## config.mk

```make
export PLATFORM = sky130hd
export DESIGN_NAME = host_port_device_flat
export DESIGN_NICKNAME = d
export VERILOG_FILES = /design/src/logic/host_port_if.sv /design/src/logic/host_port_device.sv /design/src/flat_wrapper.sv
export VERILOG_INCLUDE_DIRS = /design/src /design/src/logic
export SDC_FILE = /design/constraint.sdc
export NUM_CORES = 1
export LEC_CHECK = 0
export ABC_AREA = 1
export BUFFER_PORTS_ARGS = -buffer_cell sky130_fd_sc_hd__buf_2
export CAP_MARGIN = 10
export CORE_ASPECT_RATIO = 0.5
export CORE_MARGIN = 2
export CORE_UTILIZATION = 65
export DETAILED_ROUTE_END_ITERATION = 10
export GPL_TIMING_DRIVEN = 0
export HOLD_SLACK_MARGIN = 0.03
export MAX_ROUTING_LAYER = met4
export PLACE_DENSITY = 0.82
export SETUP_SLACK_MARGIN = 0.2
export SLEW_MARGIN = 25
export SYNTH_ARGS = -nofsm -noshare
export SYNTH_HDL_FRONTEND = slang
export SYNTH_SLANG_ARGS = --single-unit
```

## constraint.sdc

```tcl
create_clock -name clk -period 8.2 [get_ports clk]
set_input_delay 0.41 -clock clk [delete_from_list [all_inputs] [get_ports clk]]
set_output_delay 0.41 -clock clk [all_outputs]
set_load 0.02 [all_outputs]
```

## src/logic/host_port_regs.svh

```systemverilog
// Constants for the parallel host port: widths, offsets, test value, FIFO depth, timing
`ifndef HOST_PORT_REGS_SVH
`define HOST_PORT_REGS_SVH
`define HP_CLK_PERIOD_NS      10
`define HP_ADDR_W             8
`define HP_DATA_W             32
`define HP_TX_LEVEL_DELAY_NS  135
`define HP_TX_LEVEL_CYC       (`HP_TX_LEVEL_DELAY_NS / `HP_CLK_PERIOD_NS)
`define HP_MAX_WAIT_NS        315
`define HP_MAX_WAIT_CYC       (`HP_MAX_WAIT_NS / `HP_CLK_PERIOD_NS)
`define HP_DUMMY_CYCLE_NS     45
`define HP_DUMMY_CYCLE_CYC    ((`HP_DUMMY_CYCLE_NS + `HP_CLK_PERIOD_NS - 1) / `HP_CLK_PERIOD_NS)
`define HP_STROBE_CYC         4
`define HP_OFF_RX_DATA        8'h00
`define HP_OFF_TX_DATA        8'h20
`define HP_OFF_TX_LEVEL       8'h80
`define HP_OFF_BYTE_TEST      8'h64
`define HP_OFF_SCRATCH        8'h8C
`define HP_BYTE_TEST_VALUE    32'h87654321
`define HP_TX_DEPTH           16
`define HP_LEVEL_W            5
`endif

```

## src/logic/host_port_if.sv

```systemverilog
// Interface joining the host and the device over the parallel port
`timescale 1ns/1ps
`include "host_port_regs.svh"
interface host_port_if;
  logic                    chip_select_n;
  logic                    read_strobe_n;
  logic                    write_strobe_n;
  logic                    fifo_select;
  logic [`HP_ADDR_W-1:0]   addr;
  logic [`HP_DATA_W-1:0]   wdata;
  logic [`HP_DATA_W-1:0]   rdata;
  logic                    rdata_oe_n;
  modport device (
    input  chip_select_n,
    input  read_strobe_n,
    input  write_strobe_n,
    input  fifo_select,
    input  addr,
    input  wdata,
    output rdata,
    output rdata_oe_n
  );
  modport host (
    output chip_select_n,
    output read_strobe_n,
    output write_strobe_n,
    output fifo_select,
    output addr,
    output wdata,
    input  rdata,
    input  rdata_oe_n
  );
endinterface

```

## src/logic/host_port_device.sv

```systemverilog
// Device end of the parallel host port with delayed write side effects
// Functional notes
// - Accept plain and FIFO-direct reads
// - Accept programmed writes and TX FIFO writes
// - TX level updates within 135 ns
// - Write side effects may appear late
// - Host waits after writes before reading
// - Wait applies to read after any write
// - Dummy test reads count 45 ns each
// - Slower host needs fewer dummy reads
// - Waits are 0 to 315 ns
// - Read spans chip select and strobe overlap
`timescale 1ns/1ps
`include "host_port_regs.svh"
module host_port_device (
  input  wire logic                  clk,
  input  wire logic                  rst_b,
  host_port_if.device                bus,
  input  wire logic                  rx_valid,
  input  wire logic [`HP_DATA_W-1:0] rx_data,
  output logic                       rx_pop,
  output logic                       tx_valid,
  output logic [`HP_DATA_W-1:0]      tx_data,
  input  wire logic                  tx_pop,
  output logic [`HP_DATA_W-1:0]      scratch
);
  localparam int TX_CNT_W = 5;
  localparam logic [TX_CNT_W-1:0] TX_DELAY = TX_CNT_W'(`HP_TX_LEVEL_CYC - 1);
  logic                           rd_active;
  logic                           wr_active;
  logic                           rd_prev;
  logic                           wr_prev;
  logic                           wr_start;
  logic                           rd_start;
  logic [`HP_DATA_W-1:0]          tx_mem [`HP_TX_DEPTH];
  logic [`HP_LEVEL_W-2:0]         wr_ptr;
  logic [`HP_LEVEL_W-2:0]         rd_ptr;
  logic [`HP_LEVEL_W-1:0]         level;
  logic [`HP_LEVEL_W-1:0]         level_shown;
  logic [TX_CNT_W-1:0]            lag;
  logic                           tx_push;
  logic                           tx_full;

  // Read lives while both selects are low, in any order
  assign rd_active = !bus.chip_select_n && !bus.read_strobe_n;
  assign wr_active = !bus.chip_select_n && !bus.write_strobe_n;
  assign rd_start  = rd_active && !rd_prev;
  assign wr_start  = wr_active && !wr_prev;
  assign tx_full   = level == `HP_LEVEL_W'(`HP_TX_DEPTH);
  // Writes to a full FIFO are dropped, matching silent overrun
  assign tx_push   = wr_start && !tx_full &&
                     (bus.fifo_select || bus.addr == `HP_OFF_TX_DATA);

  always_ff @(posedge clk or negedge rst_b) begin
    if (!rst_b) begin
      rd_prev <= 1'b0;
      wr_prev <= 1'b0;
    end else begin
      rd_prev <= rd_active;
      wr_prev <= wr_active;
    end
  end

  always_ff @(posedge clk or negedge rst_b) begin
    if (!rst_b) begin
      wr_ptr <= '0;
      rd_ptr <= '0;
      level  <= '0;
    end else begin
      if (tx_push) begin
        wr_ptr <= wr_ptr + 1'b1;
      end
      if (tx_pop && tx_valid) begin
        rd_ptr <= rd_ptr + 1'b1;
      end
      level <= level + (tx_push ? 1'b1 : 1'b0) - ((tx_pop && tx_valid) ? 1'b1 : 1'b0);
    end
  end

  always_ff @(posedge clk) begin
    if (tx_push) begin
      tx_mem[wr_ptr] <= bus.wdata;
    end
  end

  // Level shown lags the true level, stale reads are possible early
  always_ff @(posedge clk or negedge rst_b) begin
    if (!rst_b) begin
      lag         <= '0;
      level_shown <= '0;
    end else if (level != level_shown) begin
      if (lag == TX_DELAY) begin
        lag         <= '0;
        level_shown <= level;
      end else begin
        lag <= lag + 1'b1;
      end
    end else begin
      lag <= '0;
    end
  end

  always_ff @(posedge clk or negedge rst_b) begin
    if (!rst_b) begin
      scratch <= '0;
    end else if (wr_start && !bus.fifo_select && bus.addr == `HP_OFF_SCRATCH) begin
      scratch <= bus.wdata;
    end
  end

  // Data latched at cycle start so counters stay coherent during the read
  always_ff @(posedge clk or negedge rst_b) begin
    if (!rst_b) begin
      bus.rdata <= '0;
      rx_pop    <= 1'b0;
    end else begin
      rx_pop <= 1'b0;
      if (rd_start) begin
        if (bus.fifo_select || bus.addr == `HP_OFF_RX_DATA) begin
          bus.rdata <= rx_data;
          rx_pop    <= rx_valid;
        end else if (bus.addr == `HP_OFF_TX_LEVEL) begin
          bus.rdata <= `HP_DATA_W'(level_shown);
        end else if (bus.addr == `HP_OFF_BYTE_TEST) begin
          bus.rdata <= `HP_BYTE_TEST_VALUE;
        end else if (bus.addr == `HP_OFF_SCRATCH) begin
          bus.rdata <= scratch;
        end else begin
          bus.rdata <= '0;
        end
      end
    end
  end

  assign bus.rdata_oe_n = !rd_active;
  assign tx_valid       = level != '0;
  assign tx_data        = tx_mem[rd_ptr];
endmodule

```

## src/flat_wrapper.sv

```systemverilog
// flat-port wrapper written by rule: the top's interface ports become plain ports
module host_port_device_flat 
  (clk, rst_b, rx_valid, rx_data, rx_pop, tx_valid, tx_data, tx_pop, scratch, bus_chip_select_n, bus_read_strobe_n, bus_write_strobe_n, bus_fifo_select, bus_addr, bus_wdata, bus_rdata, bus_rdata_oe_n);
  host_port_if bus_i ();
  input  wire logic clk;
  input  wire logic rst_b;
  input  wire logic rx_valid;
  input  wire logic [`HP_DATA_W-1:0] rx_data;
  output logic rx_pop;
  output logic tx_valid;
  output logic [`HP_DATA_W-1:0] tx_data;
  input  wire logic tx_pop;
  output logic [`HP_DATA_W-1:0] scratch;
  input wire logic [$bits(bus_i.chip_select_n)-1:0] bus_chip_select_n;
  input wire logic [$bits(bus_i.read_strobe_n)-1:0] bus_read_strobe_n;
  input wire logic [$bits(bus_i.write_strobe_n)-1:0] bus_write_strobe_n;
  input wire logic [$bits(bus_i.fifo_select)-1:0] bus_fifo_select;
  input wire logic [$bits(bus_i.addr)-1:0] bus_addr;
  input wire logic [$bits(bus_i.wdata)-1:0] bus_wdata;
  output wire logic [$bits(bus_i.rdata)-1:0] bus_rdata;
  output wire logic [$bits(bus_i.rdata_oe_n)-1:0] bus_rdata_oe_n;
  assign bus_i.chip_select_n = bus_chip_select_n;
  assign bus_i.read_strobe_n = bus_read_strobe_n;
  assign bus_i.write_strobe_n = bus_write_strobe_n;
  assign bus_i.fifo_select = bus_fifo_select;
  assign bus_i.addr = bus_addr;
  assign bus_i.wdata = bus_wdata;
  assign bus_rdata = bus_i.rdata;
  assign bus_rdata_oe_n = bus_i.rdata_oe_n;
  host_port_device u_core (.clk(clk), .rst_b(rst_b), .bus(bus_i), .rx_valid(rx_valid), .rx_data(rx_data), .rx_pop(rx_pop), .tx_valid(tx_valid), .tx_data(tx_data), .tx_pop(tx_pop), .scratch(scratch));
endmodule
```

* Word level (Yosys, flattened, before mapping)
Memory sizes are Yosys's and may differ from the RTL's. Index checks and enable logic that the tools add are counted.
Word-level totals: logic and storage cells 57, memory bits (writable) 512, output and inout bits 99, input port bits 80, memories 1, register bits after elaboration 90
Memory list:
- u_core.tx_mem | depth 16, bits a word 32, rd ports 1, clocked after memory_dff 0, write ports 1, line host_port_device.sv:35 | logic [`HP_DATA_W-1:0] tx_mem [`HP_TX_DEPTH];
Cells by class: reduce and logical (&&, ||, !) cells 22, add/sub/neg operators 5, multiplexer cells 12, equal/unequal tests 7
Operator list (count):
- two-way mux 32 bit | 4
- equality test 8 bit, second input constant | 2
- two-way mux 5 bit | 2
- logical AND 1 bit | 9
- adder 4 x 1 -> 4 bit, second input constant | 2
- equality test 8 x 6 -> 1 bit, second input constant | 1
- equality test 8 x 7 -> 1 bit, second input constant | 1
- zero test 1 bit | 8
- zero test 8 bit | 1
- two-way mux 1 bit | 6
- adder 5 x 1 -> 5 bit, second input constant | 1
- adder 5 bit | 1
- equality test 5 x 4 -> 1 bit, second input constant | 1
- equality test 5 bit, second input constant | 1
- inequality test 5 bit | 1
- nonzero test 5 bit | 1
- subtractor 5 bit | 1
- logical OR 1 bit | 2
- AND reduction 2 bit | 1

* Depth between registers and ports, before layout
Gate-level depths: netlist (run 1).
depth after elaboration 8, gate-level depth with buffers 13, gate-level depth less buffers 13

* Worst setup path after synthesis (run 1)
No wires, ideal clock.
kind reg2reg, from register u_core.level[2], to memory u_core.tx_mem[10][0] (netlist bit) (enable), arrival time 3.408 ns, buffers on the path 1, slack 4.331 ns, setup time 0.461 ns, stages on the path, launching flop included 9, cells stage by stage dfrtp_1 > inv_1 > ha_1 > nand4_1 > nand3_1 > clkinv_1 > nand2_1 > buf_2 > nor3_1
Between the ends: longest elaborated chain between the ends 6
Ends and longest elaborated chain:
- start, declared | line host_port_device.sv:38 | logic [`HP_LEVEL_W-1:0] level;
- start signal, assigned | line host_port_device.sv:76 | level <= level + (tx_push ? 1'b1 : 1'b0) - ((tx_pop && tx_valid) ? 1'b1 : 1'b0);
- equality test 5 bit | line host_port_device.sv:49 | assign tx_full = level == `HP_LEVEL_W'(`HP_TX_DEPTH);
- zero test 1 bit | line host_port_device.sv:51 | assign tx_push = wr_start && !tx_full &&
- logical AND 1 bit (2 in series) | line host_port_device.sv:51
- two-way mux 1 bit | line host_port_device.sv:81 | if (tx_push) begin
- two-way mux 1 bit (implied by the code) | line host_port_device.sv:82 | tx_mem[wr_ptr] <= bus.wdata;
- end, declared | line host_port_device.sv:35
No other way between the ends.

* Final worst setup path (run 1)
from register u_core.rd_ptr[2], to output port tx_data[27]
Between the ends: longest elaborated chain between the ends 1
Ends and longest elaborated chain:
- start, declared | line host_port_device.sv:37 | logic [`HP_LEVEL_W-2:0] rd_ptr;
- start signal, assigned | line host_port_device.sv:74 | rd_ptr <= rd_ptr + 1'b1;
- memory read (16 x 32 bit)
- end, declared | line flat_wrapper.sv:11 | output logic [`HP_DATA_W-1:0] tx_data;
No other way between the ends.

==> out/metrics.cfg, run 1 <==
[power_and_ir_drop]
ir_worst_vdd_v=0.000343
total_power_mw=9.40
pwr-share-comb_pct=37.6
internal_power_mw=5.69
p_sw_share_pct=39.5
clkPwrFrac_pct=24.7
power.switching_mw=3.71
p_seq_share_pct=37.7
power_density_mw_per_mm2=332
leakage_nw=10.5

[placed_design]
portBuffers=178
dpl.hpwl_mm=49.3
post-place-ws_ps=5170
place_congestion=0.902

[sta]
slew_headroom_pct=38.6
hold-worst-slack_ps=33.9
hold_violations=0
fin_crit_sh_pct=43.4
rsz0062_at_grt=false
finalSetupViolations=0
max_freq_mhz=281
drv_slew=0
worst_slack_ps=4640
fin_tns_setup_ps=0
tightest_slew_ps=921
fin_skew_ps=13.6
period_minus_slack_ps=3560

[synth]
synth_cell_type_count=28
synth_area_per_cell_sq_um=12.0
synth_seq_area_share_pct=71.9
synth_cells=2044
synth_nets=2138
ys_top_cells_by_area=edfxtp_1 (63%), dfrtp_1 (9.2%), nor2_1 (6.5%), o211ai_1 (3.9%), o21ai_0 (3.6%)
synth.top_cell.area_share_pct=62.7
synth_top_cell_by_area=edfxtp_1
yosysWarnings=0
ys_ff_latch=602
syn_area_sq_mm=0.0245

[clocking]
clock_sinks=602
cts_tree=yes
post-cts-setup-buffers=0
clock_latency_ps=590
clockBufferDepth=3
cts_root_buf=clkbuf_16
clk_pin_slew_ps=70
numCtsBuffers=49
postCtsHoldBufs=5
htreeDepth=2
postCtsResizedCells=0

[layout]
nets=2447
drive_gt1_share_pct=17.0
syn2layout_area_growth_pct=15.5
final_util_pct=76.0
antenna_cells_inserted=0

[critical_path]
worst-r2r-cell-count=10
path_class=register to primary output
worst_r2r_endpoint=u_core.tx_mem[4][13]
cp-start-kind=register
crit_arrival_ps=3150
path_cells=clkbuf_1, clkbuf_1, o211ai_1, nand3_1, nand2_1, buf_2
crit_slowest_cell=clkbuf_1
max_stage_delay_ps=760
required_ps=7790
r2r-start=u_core.level[2]
crit_top_cell=clkbuf_1
cp_max_fo=10
end_kind=primary output
reg2reg_slack_ps=5080

[floorplan]
die_x_um=279
dieHeight_um=141
rows=50
core_sq_mm=0.0373
initial_core_util_pct=65.8
pin_count=179
die_area_sq_mm=0.0394

[global_route]
grt_max_degree=68
grt_pass1_wl_mm=108
track_usage_pct=38.3
grt-busiest-layer=met2
grtUsageMet1_pct=51.5
grt_pass1_vias=18015
met3_usage_pct=9.67
gr-usage-met2_pct=57.9
antenna_found_initial=1
gr-total-overflow=0

[drt]
vias=18484
wire_per_inst_um=25.3
ant_nets=0
drtIter0Drc=2870
drtPass1Iterations=6
remaining_drc_errors=0
via_per_inst=6.40
totalWireLength_mm=73.0

[min_path]
hold_depth=3
holdCritPathClass=input pin to register
min-delay-start=rx_valid
whs_endpoint=u_core.rx_pop

[flow_run]
maxCapViolCount=0

[run_status]
status=finished, final reports clean

[power groups by stage]
stage	Sequential, mW	Clock (mW)	Combinational (mW)
after floorplan	3.62	0	2.05
after global placement	3.60	0	3.21
after detailed placement	3.60	0	3.37
after CTS	3.54	2.31	3.43
after global routing	3.55	2.43	3.75
final	3.54	2.33	3.53
[registers in the layout, summed over array words and instances, names as in the netlist]
register            count
u_core.bus.rdata       32
u_core.lag              5
u_core.level            5
u_core.level_shown      5
u_core.rd_prev          1
u_core.rd_ptr           4
u_core.rx_pop           1
u_core.scratch         32
u_core.tx_mem         512
u_core.wr_prev          1
u_core.wr_ptr           4
[per-stage QoR]
stage	cell area, sq um	instances
final	28300	2888
after global routing	28300	2888
after CTS	28300	2888
after detailed placement	26700	2791
after global placement	26000	2716
after floorplan	24500	2044
[synth_stat cells, drive strengths merged]
cell type / count
a21oi: 63
nand4: 3
edfxtp: 512
nor4: 1
xnor2: 2
o211ai: 128
ha: 13
o21ai: 300
inv: 84
dfrtp: 90
clkbuf: 58
clkinv: 2
nor2: 429
buf: 71
nand2: 150
nand3: 108
xor2: 12
nor3: 17
fa: 1
[worst max path at each step]
stage,depth (start not counted),startpoint,slack [ps],endpoint
final,6,u_core.rd_ptr[2],4640,tx_data[27]
after global placement,8,u_core.level[2],1700,u_core.tx_mem[8][11]
after CTS,6,u_core.rd_ptr[2],4860,tx_data[28]
after detailed placement,11,bus_addr[4],5170,u_core.tx_mem[4][13]
after global routing,6,u_core.rd_ptr[2],4720,tx_data[28]
after floorplan,8,u_core.level[2],4330,u_core.tx_mem[10][0]
[final cells by class]
class	instances	area, sq um
well taps	494	618
fillers	2219	8950
clock inverters	22	158
repair buffers	258	1560
plain buffers	129	657
clock buffers	70	1390
inverters	86	323
multi-input cells	1227	6000
flip-flops and latches	602	17600
[worst max-delay path, delay by kind of cell (launching register included)]
family                 cells  cell delay [ps]
AO/OA/AOI/OAI              1              260
buffers and inverters      3             1640
flip-flops                 1              360
AND/OR/NAND/NOR            2              300
[layout by cell type (no fill, tap or decap), types with 13 or more instances in the layout]
master,Yosys,routed
buf_6,13,23
buf_2,39,216
buf_4,7,72
edfxtp_1,512,512
clkbuf_1,58,73
nand3_1,108,108
ha_1,13,13
clkbuf_16,0,51
inv_1,76,76
a21oi_1,63,63
o21ai_1,124,124
nor2_1,428,428
nor3_2,0,16
o211ai_1,128,128
o21ai_0,175,175
dfrtp_1,90,90
nand2_1,149,149
[metal layers]
layer,vias up,part of all wire [%]
met5,-,0
met4,0,3.3
met3,228,15
met2,1584,45
met1,8779,36
li1,7893,-
[logic make-up (layout without fill, tap and decap cells)]
kind of cell | count (synthesis) | in the layout | synth area share (%)
simple gates | 708 | 708 | 11.6
flops | 602 | 602 | 71.9
compound gates | 491 | 491 | 11.3
buf+inv | 215 | 565 | 3.99
fa+ha+maj | 14 | 14 | 0.745
xor+xnor | 14 | 14 | 0.500
Note: power is estimated with default switching activity, not from simulation.
==> inputs of run 2 (changes only) <==
--- a/config.mk
+++ b/config.mk
@@ -6,17 +6,17 @@
 export SDC_FILE = /design/constraint.sdc
 export NUM_CORES = 1
 export LEC_CHECK = 0
-export ABC_AREA = 1
+export ABC_AREA = 0
 export BUFFER_PORTS_ARGS = -buffer_cell sky130_fd_sc_hd__buf_2
 export CAP_MARGIN = 10
 export CORE_ASPECT_RATIO = 0.5
 export CORE_MARGIN = 2
-export CORE_UTILIZATION = 65
+export CORE_UTILIZATION = 54
 export DETAILED_ROUTE_END_ITERATION = 10
 export GPL_TIMING_DRIVEN = 0
 export HOLD_SLACK_MARGIN = 0.03
 export MAX_ROUTING_LAYER = met4
-export PLACE_DENSITY = 0.82
+export PLACE_DENSITY = 0.73
 export SETUP_SLACK_MARGIN = 0.2
 export SLEW_MARGIN = 25
 export SYNTH_ARGS = -nofsm -noshare
==> constraint.sdc (replaced) <==
create_clock -name clk -period 3.2 [get_ports clk]
set_input_delay 0.16 -clock clk [delete_from_list [all_inputs] [get_ports clk]]
set_output_delay 0.16 -clock clk [all_outputs]
set_load 0.02 [all_outputs]
==> out/metrics.cfg, run 2 <==
[run_status]
status=finished, final reports clean

[floorplan]
initial_core_util_pct=55.3  ; -10 points
dieHeight_um=151  ; +7.1%
pin_count=179  ; unchanged
die_x_um=299  ; +7.2%
rows=53  ; +6.0%
core_sq_mm=0.0424  ; +14%
die_area_sq_mm=0.0452  ; +15%

[placed_design]
place_congestion=0.857  ; -5.0%
dpl.hpwl_mm=34.4  ; -30%
portBuffers=177  ; -0.56%
postPlaceCellArea_sq_mm=0.0252  ; -5.8%

[layout]
fillCellCount=2771  ; +25%
largest_register=u_core.tx_mem
drive_gt1_share_pct=35.4  ; +18 points
multi_input_area_sq_mm=0.00559  ; -6.9%
syn2layout_area_growth_pct=17.9
antenna_cells_inserted=0  ; unchanged
ff_latch_area_sq_mm=0.0176  ; unchanged
final_cell_mix=edfxtp_1 (512), buf_2 (191), mux4_2 (160)
reg_top3=u_core.tx_mem (512), u_core.bus.rdata (32), u_core.scratch (32)
largest_reg_flops=512  ; unchanged
mostFrequentLayoutCell=edfxtp_1
design_area_sq_mm=0.0277  ; -2.4%
nets=1502  ; -39%

[global_route]
grt_pass1_wl_mm=85.3  ; -21%
track_usage_pct=27.4  ; -11 points
grt_max_degree=69  ; +1.5%
antenna_found_initial=0  ; -1
gr-total-overflow=0  ; unchanged
grt_pass1_vias=12903  ; -28%

[drt]
remaining_drc_errors=0  ; unchanged
ant_nets=0  ; unchanged
vias=12702  ; -31%
via_per_inst=6.27  ; -2.1%
drtIter0Drc=1609  ; -44%
drtPass1Iterations=5  ; -1
totalWireLength_mm=59.2  ; -19%
wire_per_inst_um=29.2  ; +16%

[power_and_ir_drop]
ir_worst_vdd_v=0.000431  ; +25%
p_seq_share_pct=41.5  ; +3.8 points
pwr-share-comb_pct=30.6  ; -7.0 points
internal_power_mw=15.4  ; +170%
p_sw_share_pct=29.8  ; -9.7 points
power_density_mw_per_mm2=792  ; +140%
leakage_nw=9.68  ; -8.2%
power.switching_mw=6.52  ; +76%
clkPwrFrac_pct=28.0  ; +3.3 points

[clocking]
numCtsBuffers=51  ; +4.1%
cts_tree=yes
clock_latency_ps=580  ; about the same
clock_sinks=602  ; unchanged
clk_pin_slew_ps=70  ; about the same
cts_root_buf=clkbuf_16
htreeDepth=2  ; unchanged
clockBufferDepth=3  ; unchanged

[synth]
synth_top_cell_by_area=edfxtp_1
synth_area_per_cell_sq_um=21.3  ; +77%
synthFlopType=edfxtp_1
yosysWarnings=0  ; unchanged
synth_cell_type_count=46  ; +64%
synth_edf_count=512  ; unchanged
ys_ff_latch=602  ; unchanged
synth.top_cell.area_share_pct=65.5  ; +2.8 points
yosysMostFrequentCell=edfxtp_1
synthArstFlopShare_pct=15.0  ; unchanged
syn_area_sq_mm=0.0235  ; -4.3%
synth_seq_area_share_pct=75.1  ; +3.3 points
synth_common_cells=edfxtp_1 (512), mux4_2 (160), dfrtp_1 (90)
synth_nets=1196  ; -44%
ys_top_cells_by_area=edfxtp_1 (66%), mux4_2 (15%), dfrtp_1 (9.6%), mux2_2 (1.6%), nor2_1 (0.91%)
synth_cells=1102  ; -46%

[critical_path]
end_kind=register
required_ps=3700  ; -4090 ps
max_stage_delay_ps=480  ; -280 ps
path_buf_inv=3  ; unchanged
cp_top_family=adder cells
path_class=register to register
crit_arrival_ps=3490  ; +340 ps
path_cells=inv_2, ha_2, or4b_4, and2_1, clkbuf_4, ha_1, inv_1, ha_2, fa_2, a21oi_2, nor2_1, nor2_1, xnor2_1
crit_slowest_cell=or4b_4
cp_max_fo=5  ; -5
cp-start-kind=register

[sta]
fin_crit_sh_pct=93.4
slew_headroom_pct=25.2  ; -13 points
fin_tns_setup_ps=0  ; unchanged
fin_skew_ps=14.1  ; +0.491 ps
drv_slew=0  ; unchanged
finalSetupViolations=0  ; unchanged
rsz0062_at_grt=true
max_freq_mhz=335
period_minus_slack_ps=2990
tightest_slew_ps=1120  ; +200 ps
hold_violations=0  ; unchanged

[flow_run]
maxCapViolCount=0  ; unchanged

[min_path]
holdCritPathClass=input pin to register

## run 2: worst min-delay path: cells and delay by family
kind / cells / cell delay (ps)
compound gates: 2 / 230
buf+inv: 1 / 130
simple gates: 1 / 70
## run 2: metal layers
layer / share of wire (%) / global-route usage (%)
met5: 0 / -
met4: 2.3 / 6.53
met3: 10 / 6.66
met2: 48 / 42.8
met1: 40 / 37.1
## run 2: kinds of logic (layout without fill, tap and decap cells)
kind of cell	after synthesis	count (layout)	share of synthesized area (%)
xor gates and xnor gates	17	17	0.635
buffers and inverters	70	418	1.46
and+or+nand+nor	119	119	2.68
AOI/OAI and AO/OA	85	85	2.30
DFF	602	602	75.1
muxes	195	195	17.0
adders and majority gates	14	14	0.779
## run 2: power groups by stage
stage | sequential [mW] | clock, mW | combinational (mW)
2_1_floorplan | 9.28 | 0 | 4.37
5_1_grt | 9.11 | 6.49 | 7.08
6_report | 9.08 | 6.13 | 6.69
4_1_cts | 9.07 | 6.16 | 6.66
3_5_place_dp | 9.24 | 0 | 6.41
3_3_place_gp | 9.23 | 0 | 6.23
## run 2: timing repair
action	in CTS	in global routing
endpoints found under the setup margin	33	215
cloned	1	0
hold endpoints to repair	638	0
buffers inserted	2	1
pin swaps	0	3
hold buffers	71	0
gates resized for setup	43	19
## run 2: final timing paths
kind / slack, ps / start / endpoint / cells past startpoint
setup / recovery: 210 / u_core.level[2] / u_core.level[4] / 13
hold / removal: 60 / bus_addr[5] / u_core.bus.rdata[0] / 4
setup reg to reg: 210 / u_core.level[2] / u_core.level[4] / 13
hold reg to reg: 500 / u_core.lag[0] / u_core.lag[0] / 1
max in group asynchronous: 2630 / rst_b / u_core.scratch[22] / 3
min in group asynchronous: 140 / rst_b / u_core.scratch[0] / 3
## run 2: final cells by class
class                           instances  area share [%]
Timing Repair Buffer                  253            6.00
Tap cell                              577            2.61
Inverter                               12           0.163
Buffer                                 58            1.50
Sequential cell                       602            63.7
Clock inverter                         15           0.520
Multi-Input combinational cell        430            20.2
Clock buffer                           80            5.30
## run 2: per-stage QoR
step / total power [mW] / setup slack (ps) / instances / utilization [%] / hold WS [ps]
after floorplan: 13.7 / 343 / 1102 / - / -136
after global routing: 22.7 / 125 / 2027 / 65.2 / 52.4
after CTS: 21.9 / 192 / 2026 / 65.1 / 37.8
final: 21.9 / 211 / 2027 / 65.2 / 55.9
after detailed placement: 15.7 / -4.63 / 1857 / 59.4 / 33.3
after global placement: 15.5 / -618 / 1856 / 59.1 / 329
